$ cat src/src_ctrl_map.svh
// Register map, field positions and timing counts of the rate converter control
// Functional notes
// - Output PDM data delayed by selector: none, 14 ns, 20 ns, 26 ns; all three round up to one 100 ns hclk cycle.
// - Output channel selector: 00 off, 01 right on fall, 10 left on rise, 11 both.
// - Input PDM data delayed by selector: none, 6 ns, 12 ns, 18 ns; all three round up to one 100 ns hclk cycle.
// - Output flow clear bit clears output flags and blocks new ones while set.
// - Input flow clear bit clears input flags and blocks new ones while set.
// - Output underrun and overrun flags set on their path events.
// - Input underrun and overrun flags set on their path events.
// - Restart lock write restarts rate synchronisation; bit reads zero.
// - Output lock reads 0 acquiring, 1 ready; always 1 in manual mode.
// - Output filter setting 00 48k, 01 96k, 11 192k; 10 reserved.
// - Output filter bypass bit removes the output upsampling filter.
// - Output conversion mode bit: 0 manual, 1 automatic.
// - Dither applied when dither-off bit is zero, omitted when one.
// - Input lock reads 0 while acquiring and 1 once ready.
// - Input filter setting 00 48k, 01 96k, 11 192k; 10 reserved.
// - Input filter bypass bit removes the input upsampling filter.
// - Input conversion mode bit: 0 manual, 1 automatic.
// - One enable bit switches both conversion paths on or off.
// - Manual mode accepts rate word writes at any time and uses them.
// - Automatic mode returns measured input rate once input lock is ready.
`ifndef SRC_CTRL_MAP_SVH
`define SRC_CTRL_MAP_SVH
`define CTRL_ADDR       32'h5000_4000
`define RATE_ADDR       32'h5000_4004
`define CTRL_RESET      32'h0000_0000
`define RATE_RESET      24'h00_0000
`define F_OUT_DLY       31:30
`define F_OUT_CHAN      29:28
`define F_IN_DLY        27:26
`define B_OUT_CLR       25
`define B_IN_CLR        24
`define B_OUT_UNDER     23
`define B_OUT_OVER      22
`define B_IN_UNDER      21
`define B_IN_OVER       20
`define B_RESTART       19
`define B_OUT_LOCK      18
`define F_OUT_FILT      17:16
`define B_OUT_BYP       14
`define B_OUT_AUTO      13
`define B_DITHER_OFF    7
`define B_IN_LOCK       6
`define F_IN_FILT       5:4
`define B_IN_BYP        2
`define B_IN_AUTO       1
`define B_ENABLE        0
`define F_RATE          23:0
`define FILT_RESERVED   2'h2
`define HCLK_PERIOD_NS  100
`define OUT_DLY1_NS     14
`define OUT_DLY2_NS     20
`define OUT_DLY3_NS     26
`define IN_DLY1_NS      6
`define IN_DLY2_NS      12
`define IN_DLY3_NS      18
`define NS2CYC(ns)      (((ns) + `HCLK_PERIOD_NS - 1) / `HCLK_PERIOD_NS)
`endif

$ cat src/src_ctrl_pkg.sv
// Types shared by the rate converter control modules
package src_ctrl_pkg;
   typedef enum logic [1:0] {LK_IDLE, LK_ACQ, LK_LOCK} lock_state_t;

   typedef struct packed {
      lock_state_t st;
      logic        done;
   } lock_reg_t;

   typedef struct packed {
      logic        ph_act;
      logic        ph_wr;
      logic        ph_ctrl;
      logic        ph_rate;
      logic        rd_wait;
      logic [31:0] rdata;
      logic [31:0] ctrl;
      logic [23:0] rate;
      logic        restart;
      logic        clk_prev;
      logic        dout;
      logic        dout_oe;
      logic        in_left;
      logic        in_right;
   } main_reg_t;
endpackage

$ cat src/pdm_delay_line.sv
// Selectable delay line for one PDM data bit
`timescale 1ns/10ps
module pdm_delay_line #(
   parameter int TAP1 = 1,
   parameter int TAP2 = 1,
   parameter int TAP3 = 1,
   parameter int DEPTH = 4
) (
   input  wire logic       hclk,
   input  wire logic       hresetn,
   input  wire logic [1:0] sel,
   input  wire logic       din,
   output logic            dout
);
   logic [DEPTH-1:0] sr_r;
   logic [DEPTH-1:0] sr_nxt;

   always_comb begin
      sr_nxt = {sr_r[DEPTH-2:0], din};
   end

   always_ff @(posedge hclk or negedge hresetn) begin
      if (!hresetn) begin
         sr_r <= '0;
      end else begin
         sr_r <= sr_nxt;
      end
   end

   // Delays below one period still cost a whole cycle
   always_comb begin
      case (sel)
         2'h0:    dout = din;
         2'h1:    dout = sr_r[TAP1-1];
         2'h2:    dout = sr_r[TAP2-1];
         2'h3:    dout = sr_r[TAP3-1];
         default: dout = din;
      endcase
   end

   tap_one_a: assert property (@(posedge hclk) disable iff (!hresetn)
      sel == 2'h1 |-> dout == $past(din, TAP1)) else $error("delay tap wrong");
endmodule

$ cat src/lock_tracker.sv
// Rate acquisition tracker for one conversion path
`timescale 1ns/10ps
module lock_tracker (
   input  wire logic hclk,
   input  wire logic hresetn,
   input  wire logic enable,
   input  wire logic auto_mode,
   input  wire logic restart,
   input  wire logic meas_done,
   output logic      ready,
   output logic      locked_pulse
);
   src_ctrl_pkg::lock_reg_t s_r;
   src_ctrl_pkg::lock_reg_t s_nxt;

   always_comb begin
      s_nxt = s_r;
      s_nxt.done = 1'b0;
      case (s_r.st)
         src_ctrl_pkg::LK_IDLE: begin
            if (enable) begin
               s_nxt.st = auto_mode ? src_ctrl_pkg::LK_ACQ : src_ctrl_pkg::LK_LOCK;
            end
         end
         src_ctrl_pkg::LK_ACQ: begin
            if (!auto_mode) begin
               s_nxt.st = src_ctrl_pkg::LK_LOCK;
            end else if (meas_done) begin
               s_nxt.st = src_ctrl_pkg::LK_LOCK;
               s_nxt.done = 1'b1;
            end
         end
         src_ctrl_pkg::LK_LOCK: begin
            if (auto_mode && restart) begin
               s_nxt.st = src_ctrl_pkg::LK_ACQ;
            end
         end
         default: s_nxt.st = src_ctrl_pkg::LK_IDLE;
      endcase
      if (!enable) begin
         s_nxt.st = src_ctrl_pkg::LK_IDLE;
      end
   end

   always_ff @(posedge hclk or negedge hresetn) begin
      if (!hresetn) begin
         s_r <= '{st: src_ctrl_pkg::LK_IDLE, done: 1'b0};
      end else begin
         s_r <= s_nxt;
      end
   end

   assign ready = (s_r.st == src_ctrl_pkg::LK_LOCK);
   assign locked_pulse = s_r.done;

   restart_acq_a: assert property (@(posedge hclk) disable iff (!hresetn)
      enable && auto_mode && restart && ready |=> !ready) else $error("restart kept lock");
endmodule

$ cat src/src_ctrl.sv
// AHB-Lite register block and PDM pin logic of the audio rate converter
//
// Implementation choice: the AHB-Lite slave port.
`timescale 1ns/10ps
`include "src_ctrl_map.svh"
module src_ctrl (
   input  wire logic        hclk,
   input  wire logic        hresetn,
   input  wire logic        hsel,
   input  wire logic [31:0] haddr,
   input  wire logic [1:0]  htrans,
   input  wire logic        hwrite,
   input  wire logic [2:0]  hsize,
   input  wire logic [31:0] hwdata,
   input  wire logic        hready,
   output logic             hreadyout,
   output logic [31:0]      hrdata,
   output logic             hresp,
   input  wire logic        pdm_bit_clock,
   input  wire logic        pdm_data_in,
   output logic             pdm_data_out,
   output logic             pdm_data_out_oe,
   input  wire logic        out_left_bit,
   input  wire logic        out_right_bit,
   output logic             in_left_bit,
   output logic             in_right_bit,
   input  wire logic        out_underrun_evt,
   input  wire logic        out_overrun_evt,
   input  wire logic        in_underrun_evt,
   input  wire logic        in_overrun_evt,
   input  wire logic        in_meas_done,
   input  wire logic [23:0] in_rate_measured,
   input  wire logic        out_meas_done,
   output logic             converter_enable,
   output logic             in_auto_conversion,
   output logic             out_auto_conversion,
   output logic [1:0]       in_filter_setting,
   output logic [1:0]       out_filter_setting,
   output logic             in_filter_bypass,
   output logic             out_filter_bypass,
   output logic             dither_on,
   output logic [23:0]      in_rate_word,
   output logic             restart_lock
);
   // ******************************************************************
   // State and helpers
   // ******************************************************************
   src_ctrl_pkg::main_reg_t s_r;
   src_ctrl_pkg::main_reg_t s_nxt;
   logic                    in_ready;
   logic                    out_ready;
   logic                    in_locked;
   logic                    out_lock_ready;
   logic                    in_lock_ready;
   logic                    wr_now;
   logic                    addr_ok;
   logic                    clk_rise;
   logic                    clk_fall;
   logic                    din_dly;
   logic                    dout_dly;
   logic [31:0]             rd_mux;

   assign addr_ok = hsel && htrans[1] && hready;
   assign wr_now = s_r.ph_act && s_r.ph_wr;
   assign clk_rise = pdm_bit_clock && !s_r.clk_prev;
   assign clk_fall = !pdm_bit_clock && s_r.clk_prev;
   assign out_lock_ready = !s_r.ctrl[`B_OUT_AUTO] || out_ready;
   assign in_lock_ready = in_ready;

   // ******************************************************************
   // Read view
   // ******************************************************************
   // Clear and restart bits are write-only and read as zero
   always_comb begin
      rd_mux = 32'h0000_0000;
      if (s_r.ph_ctrl) begin
         rd_mux = s_r.ctrl;
         rd_mux[`B_OUT_CLR] = 1'b0;
         rd_mux[`B_IN_CLR] = 1'b0;
         rd_mux[`B_RESTART] = 1'b0;
         rd_mux[`B_OUT_LOCK] = out_lock_ready;
         rd_mux[`B_IN_LOCK] = in_lock_ready;
      end else if (s_r.ph_rate) begin
         rd_mux[`F_RATE] = s_r.rate;
      end
   end

   // ******************************************************************
   // Next state
   // ******************************************************************
   always_comb begin
      s_nxt = s_r;
      s_nxt.restart = 1'b0;
      // Bus data phase ends here unless a read still waits
      if (s_r.ph_act && s_r.rd_wait) begin
         s_nxt.rdata = rd_mux;
         s_nxt.rd_wait = 1'b0;
      end else begin
         s_nxt.ph_act = addr_ok;
         s_nxt.ph_wr = hwrite;
         s_nxt.ph_ctrl = (haddr == `CTRL_ADDR);
         s_nxt.ph_rate = (haddr == `RATE_ADDR);
         s_nxt.rd_wait = addr_ok && !hwrite;
      end
      if (wr_now && s_r.ph_ctrl) begin
         s_nxt.ctrl[`F_OUT_DLY] = hwdata[`F_OUT_DLY];
         s_nxt.ctrl[`F_OUT_CHAN] = hwdata[`F_OUT_CHAN];
         s_nxt.ctrl[`F_IN_DLY] = hwdata[`F_IN_DLY];
         s_nxt.ctrl[`B_OUT_CLR] = hwdata[`B_OUT_CLR];
         s_nxt.ctrl[`B_IN_CLR] = hwdata[`B_IN_CLR];
         s_nxt.restart = hwdata[`B_RESTART];
         // A reserved filter code leaves the setting as it was
         if (hwdata[`F_OUT_FILT] != `FILT_RESERVED) begin
            s_nxt.ctrl[`F_OUT_FILT] = hwdata[`F_OUT_FILT];
         end
         if (hwdata[`F_IN_FILT] != `FILT_RESERVED) begin
            s_nxt.ctrl[`F_IN_FILT] = hwdata[`F_IN_FILT];
         end
         s_nxt.ctrl[`B_OUT_BYP] = hwdata[`B_OUT_BYP];
         s_nxt.ctrl[`B_OUT_AUTO] = hwdata[`B_OUT_AUTO];
         s_nxt.ctrl[`B_DITHER_OFF] = hwdata[`B_DITHER_OFF];
         s_nxt.ctrl[`B_IN_BYP] = hwdata[`B_IN_BYP];
         s_nxt.ctrl[`B_IN_AUTO] = hwdata[`B_IN_AUTO];
         s_nxt.ctrl[`B_ENABLE] = hwdata[`B_ENABLE];
      end
      if (wr_now && s_r.ph_rate) begin
         s_nxt.rate = hwdata[`F_RATE];
      end
      // The measured rate wins over a write landing in the same cycle
      if (in_locked && s_r.ctrl[`B_IN_AUTO]) begin
         s_nxt.rate = in_rate_measured;
      end
      // Flow flags: a held clear bit beats any event
      s_nxt.ctrl[`B_OUT_UNDER] = s_r.ctrl[`B_OUT_UNDER] | out_underrun_evt;
      s_nxt.ctrl[`B_OUT_OVER] = s_r.ctrl[`B_OUT_OVER] | out_overrun_evt;
      s_nxt.ctrl[`B_IN_UNDER] = s_r.ctrl[`B_IN_UNDER] | in_underrun_evt;
      s_nxt.ctrl[`B_IN_OVER] = s_r.ctrl[`B_IN_OVER] | in_overrun_evt;
      if (s_r.ctrl[`B_OUT_CLR]) begin
         s_nxt.ctrl[`B_OUT_UNDER] = 1'b0;
         s_nxt.ctrl[`B_OUT_OVER] = 1'b0;
      end
      if (s_r.ctrl[`B_IN_CLR]) begin
         s_nxt.ctrl[`B_IN_UNDER] = 1'b0;
         s_nxt.ctrl[`B_IN_OVER] = 1'b0;
      end
      // Output pin: right bit at falling edge, left bit at rising edge
      s_nxt.clk_prev = pdm_bit_clock;
      s_nxt.dout_oe = (s_r.ctrl[`F_OUT_CHAN] != 2'h0);
      if (clk_fall && s_r.ctrl[`B_OUT_CLR - 25 + 28]) begin
         s_nxt.dout = out_right_bit;
      end
      if (clk_rise && s_r.ctrl[`B_OUT_CLR - 25 + 29]) begin
         s_nxt.dout = out_left_bit;
      end
      if (clk_rise) begin
         s_nxt.in_left = din_dly;
      end
      if (clk_fall) begin
         s_nxt.in_right = din_dly;
      end
   end

   always_ff @(posedge hclk or negedge hresetn) begin
      if (!hresetn) begin
         s_r <= '0;
      end else begin
         s_r <= s_nxt;
      end
   end

   // ******************************************************************
   // Sub-blocks
   // ******************************************************************
   lock_tracker u_in_lock (
      .hclk         (hclk),
      .hresetn      (hresetn),
      .enable       (s_r.ctrl[`B_ENABLE]),
      .auto_mode    (s_r.ctrl[`B_IN_AUTO]),
      .restart      (s_r.restart),
      .meas_done    (in_meas_done),
      .ready        (in_ready),
      .locked_pulse (in_locked)
   );

   lock_tracker u_out_lock (
      .hclk         (hclk),
      .hresetn      (hresetn),
      .enable       (s_r.ctrl[`B_ENABLE]),
      .auto_mode    (s_r.ctrl[`B_OUT_AUTO]),
      .restart      (s_r.restart),
      .meas_done    (out_meas_done),
      .ready        (out_ready),
      .locked_pulse ()
   );

   pdm_delay_line #(
      .TAP1  (`NS2CYC(`OUT_DLY1_NS)),
      .TAP2  (`NS2CYC(`OUT_DLY2_NS)),
      .TAP3  (`NS2CYC(`OUT_DLY3_NS)),
      .DEPTH (4)
   ) u_out_dly (
      .hclk    (hclk),
      .hresetn (hresetn),
      .sel     (s_r.ctrl[`F_OUT_DLY]),
      .din     (s_r.dout),
      .dout    (dout_dly)
   );

   pdm_delay_line #(
      .TAP1  (`NS2CYC(`IN_DLY1_NS)),
      .TAP2  (`NS2CYC(`IN_DLY2_NS)),
      .TAP3  (`NS2CYC(`IN_DLY3_NS)),
      .DEPTH (4)
   ) u_in_dly (
      .hclk    (hclk),
      .hresetn (hresetn),
      .sel     (s_r.ctrl[`F_IN_DLY]),
      .din     (pdm_data_in),
      .dout    (din_dly)
   );

   // ******************************************************************
   // Outputs
   // ******************************************************************
   assign hreadyout = !(s_r.ph_act && s_r.rd_wait);
   assign hrdata = s_r.rdata;
   assign hresp = 1'b0;
   assign pdm_data_out = dout_dly;
   assign pdm_data_out_oe = s_r.dout_oe;
   assign in_left_bit = s_r.in_left;
   assign in_right_bit = s_r.in_right;
   assign converter_enable = s_r.ctrl[`B_ENABLE];
   assign in_auto_conversion = s_r.ctrl[`B_IN_AUTO];
   assign out_auto_conversion = s_r.ctrl[`B_OUT_AUTO];
   assign in_filter_setting = s_r.ctrl[`F_IN_FILT];
   assign out_filter_setting = s_r.ctrl[`F_OUT_FILT];
   assign in_filter_bypass = s_r.ctrl[`B_IN_BYP];
   assign out_filter_bypass = s_r.ctrl[`B_OUT_BYP];
   assign dither_on = !s_r.ctrl[`B_DITHER_OFF];
   assign in_rate_word = s_r.rate;
   assign restart_lock = s_r.restart;

   // ******************************************************************
   // Checks
   // ******************************************************************
   out_clear_a: assert property (@(posedge hclk) disable iff (!hresetn)
      s_r.ctrl[`B_OUT_CLR] |=> !s_r.ctrl[`B_OUT_UNDER] && !s_r.ctrl[`B_OUT_OVER])
      else $error("output flags survived clear");
   in_clear_a: assert property (@(posedge hclk) disable iff (!hresetn)
      s_r.ctrl[`B_IN_CLR] |=> !s_r.ctrl[`B_IN_UNDER] && !s_r.ctrl[`B_IN_OVER])
      else $error("input flags survived clear");
   out_flag_set_a: assert property (@(posedge hclk) disable iff (!hresetn)
      out_underrun_evt && !s_r.ctrl[`B_OUT_CLR] |=> s_r.ctrl[`B_OUT_UNDER])
      else $error("output underrun lost");
   in_flag_set_a: assert property (@(posedge hclk) disable iff (!hresetn)
      in_overrun_evt && !s_r.ctrl[`B_IN_CLR] |=> s_r.ctrl[`B_IN_OVER])
      else $error("input overrun lost");
   manual_lock_a: assert property (@(posedge hclk) disable iff (!hresetn)
      s_r.rd_wait && s_r.ph_ctrl && !out_auto_conversion |=> hrdata[`B_OUT_LOCK])
      else $error("manual lock low");
   auto_rate_a: assert property (@(posedge hclk) disable iff (!hresetn)
      in_locked && in_auto_conversion |=> in_rate_word == $past(in_rate_measured))
      else $error("measured rate not loaded");
   chan_off_a: assert property (@(posedge hclk) disable iff (!hresetn)
      s_r.ctrl[`F_OUT_CHAN] == 2'h0 |=> !pdm_data_out_oe) else $error("pin driven");
   ctrl_write_a: assert property (@(posedge hclk) disable iff (!hresetn)
      wr_now && s_r.ph_ctrl |=> converter_enable == $past(hwdata[`B_ENABLE])
      && dither_on == !$past(hwdata[`B_DITHER_OFF])) else $error("ctrl write lost");
   read_wait_a: assert property (@(posedge hclk) disable iff (!hresetn)
      addr_ok && !hwrite |=> !hreadyout ##1 hreadyout) else $error("read timing");

   flag_cover: cover property (@(posedge hclk) disable iff (!hresetn)
      s_r.ctrl[`B_OUT_UNDER] ##1 s_r.ctrl[`B_OUT_CLR]);
   lock_cover: cover property (@(posedge hclk) disable iff (!hresetn)
      in_auto_conversion && in_locked);
   both_cover: cover property (@(posedge hclk) disable iff (!hresetn)
      s_r.ctrl[`F_OUT_CHAN] == 2'h3 && clk_fall);
endmodule

$ cat config.mk
export PLATFORM = sky130hd
export DESIGN_NAME = src_ctrl
export DESIGN_NICKNAME = d
export VERILOG_FILES = /design/src/src_ctrl_pkg.sv /design/src/pdm_delay_line.sv /design/src/lock_tracker.sv /design/src/src_ctrl.sv
export VERILOG_INCLUDE_DIRS = /design/src /design/src/src
export SDC_FILE = /design/constraint.sdc
export NUM_CORES = 1
export LEC_CHECK = 0
export BUFFER_PORTS_ARGS = -buffer_cell sky130_fd_sc_hd__buf_2
export CORE_UTILIZATION = 40
export DETAILED_ROUTE_END_ITERATION = 8
export PLACE_DENSITY = 0.68
export SYNTH_ARGS = -nofsm -noshare
export SYNTH_HDL_FRONTEND = slang
export SYNTH_SLANG_ARGS = --single-unit
export TNS_END_PERCENT = 30
$ cat constraint.sdc
create_clock -name hclk -period 3.6 [get_ports hclk]
set_clock_uncertainty 0.15 [all_clocks]
set_input_delay 0.72 -clock hclk [delete_from_list [all_inputs] [get_ports hclk]]
set_output_delay 0.72 -clock hclk [all_outputs]
set_load 0.005 [all_outputs]
==> flow_summary.yaml, run 1 <==
global_routing:
  grt_start_max_net_pins: 60
  grtUsageTotal_pct: 18.6
  grt_pass1_wl_um: 16300
  overflow: 0
  antenna_found_initial: 0
  first_global_vias: 3250
setup_path:
  cp_max_fo: 29
  path_cells: "and2_1 -> clkinv_1 -> buf_4 -> buf_2"
  path_buf_inv: 3
  worst_ep_required_time_ps: 2730
  arrival_ps: 1560
  cp_top_family: "buffers and inverters"
  endpoint_kind: "output port"
  cp_slowest_cell: "dfrtp_1"
  cp-start-kind: "flip-flop"
  worst_path_largest_cell_delay_ps: 440
  path_class: "flip-flop to output port"
synthesis:
  synth_compound_area_share_pct: 12.8
  synth_seq_cells: 94
  ys_top_cells_by_area: "dfrtp_1, buf_4, nand2_1, o21ai_0, mux2i_1"
  yosysWarningCount: 0
  synthXorXnorAreaFrac_pct: 0
  ys_seq_area_share_pct: 53.2
  yosys.area.top_type_share_pct: 53.2
  netlist_area_mm2: 0.00442
  yosysUniqueCellTypes: 36
  yosys.area_share.simple_pct: 14.4
  ys.flop_type: "dfrtp_1"
  async_flop_share_pct: 100
  synthCells: 454
  synthMuxAreaShare_pct: 6.39
  postSynthAreaPerCell_um2: 9.75
  synth-edff-count: 0
  synth_top_area_cell: "dfrtp_1"
  synth_top_family_by_area: "simple AND/OR/NAND/NOR gates"
  synth_fa_ha_area_share_pct: 0
power:
  p_per_area_mw_per_mm2: 509
  vdd_drop_max_v: 0.000243
  p_leak_nw: 2.73
  power_mw: 2.64
flow_run:
  cap_violations: 0
timing:
  period_needed_ps: 2430
  fin_crit_sh_pct: 67.5
  relSlewSlack_pct: 19.0
  setup_viol: 0
  max_freq_mhz: 412
  drv_slew: 0
  fin_setup_tns_ps: 0
  worst_pin_slew_ps: 1220
  final_hold_viol_count: 0
  rsz0062_at_grt: "no"
placed_design:
  hpwl_um: 7650
  port_buffers: 173
  gp_congestion: 0.762
floorplanning:
  core_mm2: 0.0108
  fp.dieArea_mm2: 0.0115
  die_x_um: 107
  ioPinCount: 181
  die_h_um: 107
  start_util_pct: 41.0
  num_rows: 38
clock_tree:
  numCtsBuffers: 9
  clk_latency_ps: 360
  cts_max_path_buffers: 2
  cts_setup_buffers: 0
  cts-htree-levels: 3
  root_buffer: "clkbuf_8"
  clkTransAtPathRegs_ps: 90
  ctsResizeCount: 0
  postCtsHoldBufs: 0
  cts_sinks: 94
  cts_tree: "yes"
detailed_routing:
  ant_nets: 0
  top_layer: "met4"
  drt_iter0_drc: 135
  met2_length_um: 5170
  wl_met1_um: 4670
  dr.pass1.iters: 4
  avgViaCountPerCell: 4.76
  drc: 0
  routedWlPerCell_um: 14.8
  vias: 3367
  wl_met3_um: 507
  wirelength_um: 10500
final_layout:
  num_antenna_cells: 0
  seq_area_mm2: 0.00235
  fillers: 1061
  multi_input_area_mm2: 0.00152
  drive_gt1_share_pct: 35.7
  area_growth_syn_to_layout_pct: 16.9
  nets: 671
outcome:
  status: "finished, final reports clean"
min_path:
  hp-class: "input port to asynchronous set/reset pin"
==> cell families after synthesis <==
kind of cell | after synthesis
compound gates | 93
mux | 28
simple gates | 149
other cells | 1
buf+inv | 89
flops | 94
==> path summary, 6_finish.rpt <==
check	startpoint	to	slack [ps]	cells past startpoint
worst min-delay path	hresetn	in_rate_word[15]	260	1
worst max register to register	s_r[96]	out_filter_setting[0]	1250	4
max in group asynchronous	hresetn	s_r[54]	2240	2
min in group hclk	s_r[3]	u_out_dly.sr_r[0]	290	0
worst min register to register	s_r[3]	u_out_dly.sr_r[0]	290	0
worst max-delay path	s_r[98]	hreadyout	1170	4
==> flip-flops by register name, summed over array words and instances (netlist names), 2 cells and up <==
signal	cells
hrdata	30
in_rate_word	24
out_filter_setting	2
u_in_lock.s_r	2
u_out_lock.s_r	2
in_filter_setting	2
s_r	20
==> through the flow <==
step	utilization [%]	cells	hold slack [ps]	instance area, µm²	setup slack (ps)
detailed placement	46.2	692	258	4980	1210
global route	47.9	708	298	5170	1050
CTS	47.9	708	285	5170	1130
floorplan	-	456	232	4430	1710
global placement	46.2	692	257	4980	1260
finish	47.9	708	265	5170	1170
==> cell type report <==
type,count,share of cell area [%]
flip-flops and latches,94,45.5
multi-input cells,273,29.3
repair buffers,180,17.8
well taps,140,3.39
clock buffers,10,2.66
clock inverters,6,1.02
inverters,5,0.363
==> cells in the mapped netlist (2+ instances only) <==
master and count:
nor2b_1 2, clkbuf_1 11, dfrtp_1 94, nor2_1 18, o21ai_0 53, inv_1 5, nor3_1 2, a22oi_1 14
buf_2 10, a21oi_1 8, mux2_2 2, buf_4 63, mux2i_1 26, and3_1 2, nand3_1 4, a22o_1 8
nor4_1 4, nand2b_1 3, nand2_1 104, and2_1 3, a32oi_1 2, a21boi_0 2
==> where the power goes <==
group	switching, mW	leakage [nW]	internal [mW]
sequential	0.135	1.17	1.23
combinational	0.311	1.47	0.287
clock	0.394	0.0914	0.281
total	0.840	2.73	1.80
==> per-layer routing <==
metal / GRT usage [%] / up-vias
met4: 5.58 / 0
met3: 3.16 / 8
met5: 0 / -
met1: 24.4 / 1577
li1: - / 1684
met2: 31.4 / 98
==> cells in the final DEF (no fill, tap or decap), types with 3 or more instances in the layout <==
cell      count
buf_2       172
nor2_1       18
nand2_1     104
a21oi_1       8
conb_1        3
mux2i_1      26
a22oi_1      14
buf_4         8
dfrtp_1      94
clkbuf_8     10
nand2b_1      3
a22o_1        8
nand3_1       4
inv_1         4
and2_1        3
o21ai_0      53
nor4_1        4
Power figures use the tool's default switching activity.
==> run 2, diff against run 1 <==
==> constraint.sdc (replaced) <==
create_clock -name hclk -period 2.5 [get_ports hclk]
set_clock_uncertainty 0.15 [all_clocks]
set_input_delay 0.5 -clock hclk [delete_from_list [all_inputs] [get_ports hclk]]
set_output_delay 0.5 -clock hclk [all_outputs]
set_load 0.005 [all_outputs]
==> flow_summary.yaml, run 2 (synthesis results as in run 1) <==
outcome:
  status: "finished, final reports clean"
detailed_routing:
  vias: 3469
  ant_nets: 0
  avgViaCountPerCell: 4.87
  drt_iter0_drc: 137
  routedWlPerCell_um: 14.7
  wirelength_um: 10500
  dr.pass1.iters: 4
  drc: 0
placed_design:
  port_buffers: 173
  gp_congestion: 0.757
  dp.cells: 697
  hpwl_um: 7900
min_path:
  hp-class: "input port to asynchronous set/reset pin"
clock_tree:
  clkTransAtPathRegs_ps: 100
  postCtsHoldBufs: 0
  cts-htree-levels: 3
  cts_tree: "yes"
  cts_max_path_buffers: 2
  root_buffer: "clkbuf_8"
  cts_setup_buffers: 0
  cts_sinks: 94
  ctsResizeCount: 0
  numCtsBuffers: 9
  clk_latency_ps: 350
floorplanning:
  start_util_pct: 41.0
  fp.dieArea_mm2: 0.0115
  die_x_um: 107
  num_rows: 38
  core_mm2: 0.0108
  die_h_um: 107
  ioPinCount: 181
setup_path:
  path_class: "flip-flop to output port"
  worst_ep_required_time_ps: 1850
  worst_path_largest_cell_delay_ps: 450
  cp_slowest_cell: "dfrtp_1"
  path_cells: "and2_1 -> clkinv_1 -> buf_4 -> buf_2"
  cp-start-kind: "flip-flop"
  endpoint_kind: "output port"
  arrival_ps: 1490
  cp_max_fo: 17
final_layout:
  final-instance-count-excl-fill: 713
  final_cell_mix: "buf_2, nand2_1, dfrtp_1, o21ai_0, mux2i_1"
  layout_commonest_cell: "buf_2"
  num_antenna_cells: 0
  nets: 676
  area_growth_syn_to_layout_pct: 19.2
  largest_reg_flops: 30
  drive_gt1_share_pct: 36.3
timing:
  worst_pin_slew_ps: 662
  rsz0062_at_grt: "no"
  period_needed_ps: 2140
  final_hold_viol_count: 0
  fin_crit_sh_pct: 85.7
  drv_slew: 0
  max_freq_mhz: 467
  holdWs_ps: 8.78
  setup_viol: 0
  relSlewSlack_pct: 55.9
  fin_setup_tns_ps: 0
global_routing:
  antenna_found_initial: 0
  grtUsageTotal_pct: 19.0
  grt_start_max_net_pins: 51
  grt_pass1_wl_um: 16600
  first_global_vias: 3380
  overflow: 0
flow_run:
  cap_violations: 0
power:
  p_leak_nw: 2.79
  p_per_area_mw_per_mm2: 758
  vdd_drop_max_v: 0.000410
[run 2: area by class of cell]
type	instances	area (µm²)
flip-flops and latches	94	2350
clock buffers	10	138
well taps	140	175
clock inverters	6	91.3
inverters	5	18.8
multi-input cells	273	1520
repair buffers	185	983
fillers	1023	5520
[run 2: path summary, 6_finish.rpt]
path	startpoint	to	slack [ps]	depth (start not counted)
worst min register to register	s_r[3]	u_out_dly.sr_r[0]	290	0
worst max register to register	s_r[96]	out_filter_setting[1]	690	4
max in group asynchronous	hresetn	s_r[56]	1560	2
min in group hclk	pdm_data_in	u_in_dly.sr_r[0]	110	1
worst max-delay path	s_r[98]	hreadyout	360	4
worst min-delay path	hresetn	in_rate_word[6]	9	1
[run 2: layer usage]
| metal | vias to the layer above | part of all wire [%] | wire [µm] | global-route usage [%] |
|---|---|---|---|---|
| met5 | - | 0 | 0 | 0 |
| met4 | 0 | 1.2 | 124 | 6.46 |
| met3 | 10 | 4.0 | 425 | 2.37 |
| met2 | 96 | 51 | 5360 | 33.9 |
| met1 | 1672 | 44 | 4600 | 23.6 |
| li1 | 1691 | - | - | - |
[run 2: worst max-delay path: cells and delay by family, from the launching register on]
| kind | cells | cell delay, ps |
|---|---|---|
| buf+inv | 3 | 430 |
| simple gates | 1 | 260 |
| flops | 1 | 450 |
[run 2: report_power, final]
| group | internal (mW) | switching, mW | leakage [nW] |
|---|---|---|---|
| combinational | 0.435 | 0.457 | 1.51 |
| clock | 0.598 | 0.540 | 0.117 |
| sequential | 1.77 | 0.198 | 1.17 |
| total | 2.80 | 1.20 | 2.79 |
[run 2: through the flow]
stage | instance area (µm²) | power [mW] | util, % | setup slack, ps
floorplan | 4430 | 2.68 | - | 827
global placement | 5040 | 2.86 | 46.7 | 624
detailed placement | 5040 | 2.91 | 46.7 | 618
CTS | 5270 | 4.05 | 48.9 | 334
global route | 5270 | 4.27 | 48.9 | 239
finish | 5270 | 4.00 | 48.9 | 357
==> run 3, diff against run 2 <==
--- a/config.mk
+++ b/config.mk
@@ -9,6 +9,7 @@
 export BUFFER_PORTS_ARGS = -buffer_cell sky130_fd_sc_hd__buf_2
 export CORE_UTILIZATION = 40
 export DETAILED_ROUTE_END_ITERATION = 8
+export HOLD_SLACK_MARGIN = 0.08
 export PLACE_DENSITY = 0.68
 export SYNTH_ARGS = -nofsm -noshare
 export SYNTH_HDL_FRONTEND = slang
==> constraint.sdc (replaced) <==
create_clock -name hclk -period 2 [get_ports hclk]
set_clock_uncertainty 0.15 [all_clocks]
set_input_delay 0.4 -clock hclk [delete_from_list [all_inputs] [get_ports hclk]]
set_output_delay 0.4 -clock hclk [all_outputs]
set_load 0.005 [all_outputs]
==> flow_summary.yaml, run 3 (synthesis results as in run 1) <==
outcome:
  status: "finished, final reports clean"
final_layout:
  fillers: 1016
  drive_gt1_share_pct: 36.6
  largest_reg_flops: 30
  num_antenna_cells: 0
  seq_area_mm2: 0.00235
  layout_commonest_cell: "buf_2"
  nets: 698
  multi_input_area_mm2: 0.00152
  area_growth_syn_to_layout_pct: 24.1
  final_cell_mix: "buf_2, nand2_1, dfrtp_1, o21ai_0, mux2i_1"
timing:
  fin_crit_sh_pct: 95.7
  fin_setup_tns_ps: 0
  setup_viol: 0
  rsz0062_at_grt: "no"
  max_freq_mhz: 523
  period_needed_ps: 1910
  drv_slew: 0
  final_hold_viol_count: 0
  holdWs_ps: 98.7
setup_path:
  critPathLaunch: "s_r[60]"
  worst_ep_required_time_ps: 1450
  reg2reg_depth: 4
  endpoint_kind: "output port"
  r2r_slack_ps: 350
  arrival_ps: 1360
  cp-start-kind: "flip-flop"
  reg2reg_from: "s_r[95]"
  setup.worst_path.end: "pdm_data_out"
  r2r-end: "hrdata[15]"
  path_class: "flip-flop to output port"
  cp_max_fo: 3
detailed_routing:
  top_layer: "met4"
  wl_met1_um: 4760
  vias: 3545
  wirelength_um: 11000
  drt_iter0_drc: 167
  routedWlPerCell_um: 14.9
  drc: 0
  wl_met3_um: 521
  ant_nets: 0
  avgViaCountPerCell: 4.82
  met2_length_um: 5490
  dr.pass1.iters: 4
floorplanning:
  die_h_um: 107
  start_util_pct: 41.0
  num_rows: 38
  core_mm2: 0.0108
  ioPinCount: 181
  die_x_um: 107
  fp.dieArea_mm2: 0.0115
placed_design:
  gp_congestion: 0.760
  hpwl_um: 8250
  port_buffers: 173
clock_tree:
  cts-htree-levels: 3
  root_buffer: "clkbuf_8"
  numCtsBuffers: 9
  cts_max_path_buffers: 2
  clkTransAtPathRegs_ps: 90
  clk_latency_ps: 360
  cts_tree: "yes"
  cts_sinks: 94
  cts_setup_buffers: 0
min_path:
  hp-class: "input port to flip-flop"
global_routing:
  grt_pass1_wl_um: 17500
  antenna_found_initial: 0
  first_global_vias: 3631
  overflow: 0
  grtUsageTotal_pct: 20.1
  grt_start_max_net_pins: 35
power:
  vdd_drop_max_v: 0.000482
  p_leak_nw: 2.88
  power_mw: 5.01
  p_per_area_mw_per_mm2: 913
flow_run:
  cap_violations: 0
[run 3: cell types whose count changed in the layout (fill, tap and decap cells not counted), sizes merged]
cell	change
buf	+6
clkbuf	-1
clkinv	-1
clkinvlp	+3
dlygate4sd3	+16
inv	-1
[run 3: area by class of cell]
type	count	share of cell area (%)
multi-input combinational	273	27.7
inverter	5	0.365
tap	140	3.19
clock inverter	7	1.76
timing repair buffer	207	21.9
sequential	94	42.9
clock buffer	9	2.26
[run 3: how the worst min path moves through the flow]
stage                    start                     to  slack [ps]  cells past startpoint
global placement       hresetn       in_rate_word[15]         230                      1
detailed placement     hresetn             hrdata[15]         240                      1
CTS                 hwdata[16]  out_filter_setting[0]          80                      3
global route        hwdata[19]           restart_lock         100                      2
floorplan              hresetn       converter_enable         -50                      0
finish              hwdata[26]                s_r[56]         100                      3
[run 3: per-layer routing]
layer | vias up | global-route usage [%]
li1 | 1733 | -
met1 | 1684 | 25.1
met2 | 111 | 34.7
met3 | 17 | 2.67
met4 | 0 | 8.61
met5 | - | 0
[run 3: worst max-delay path, cell delays in order, from the launching register on]
cell and delay, ps:
dfrtp_1 410, nor2_2 120, mux2_2 350, buf_2 130
[run 3: what timing repair did]
item	in CTS	in global routing
hold endpoints to repair	46	0
hold buffers	16	0
resized for setup	2	2
setup endpoints to repair	1	2
[run 3: power breakdown]
group / switching [mW] / leakage, nW / internal (mW) / total (mW)
combinational: 0.577 / 1.61 / 0.573 / 1.15
sequential: 0.259 / 1.17 / 2.21 / 2.47
clock: 0.691 / 0.102 / 0.706 / 1.40
total: 1.53 / 2.88 / 3.49 / 5.01
[run 3: through the flow]
step | instance area (µm²) | util [%] | worst slack [ps] | instances
6_report | 5490 | 50.9 | 86.9 | 735
5_1_grt | 5490 | 50.9 | 16.6 | 735
4_1_cts | 5490 | 50.8 | 33.9 | 735
3_5_place_dp | 5100 | 47.3 | 230 | 703
3_3_place_gp | 5100 | 47.3 | 234 | 703
2_1_floorplan | 4430 | - | 427 | 456
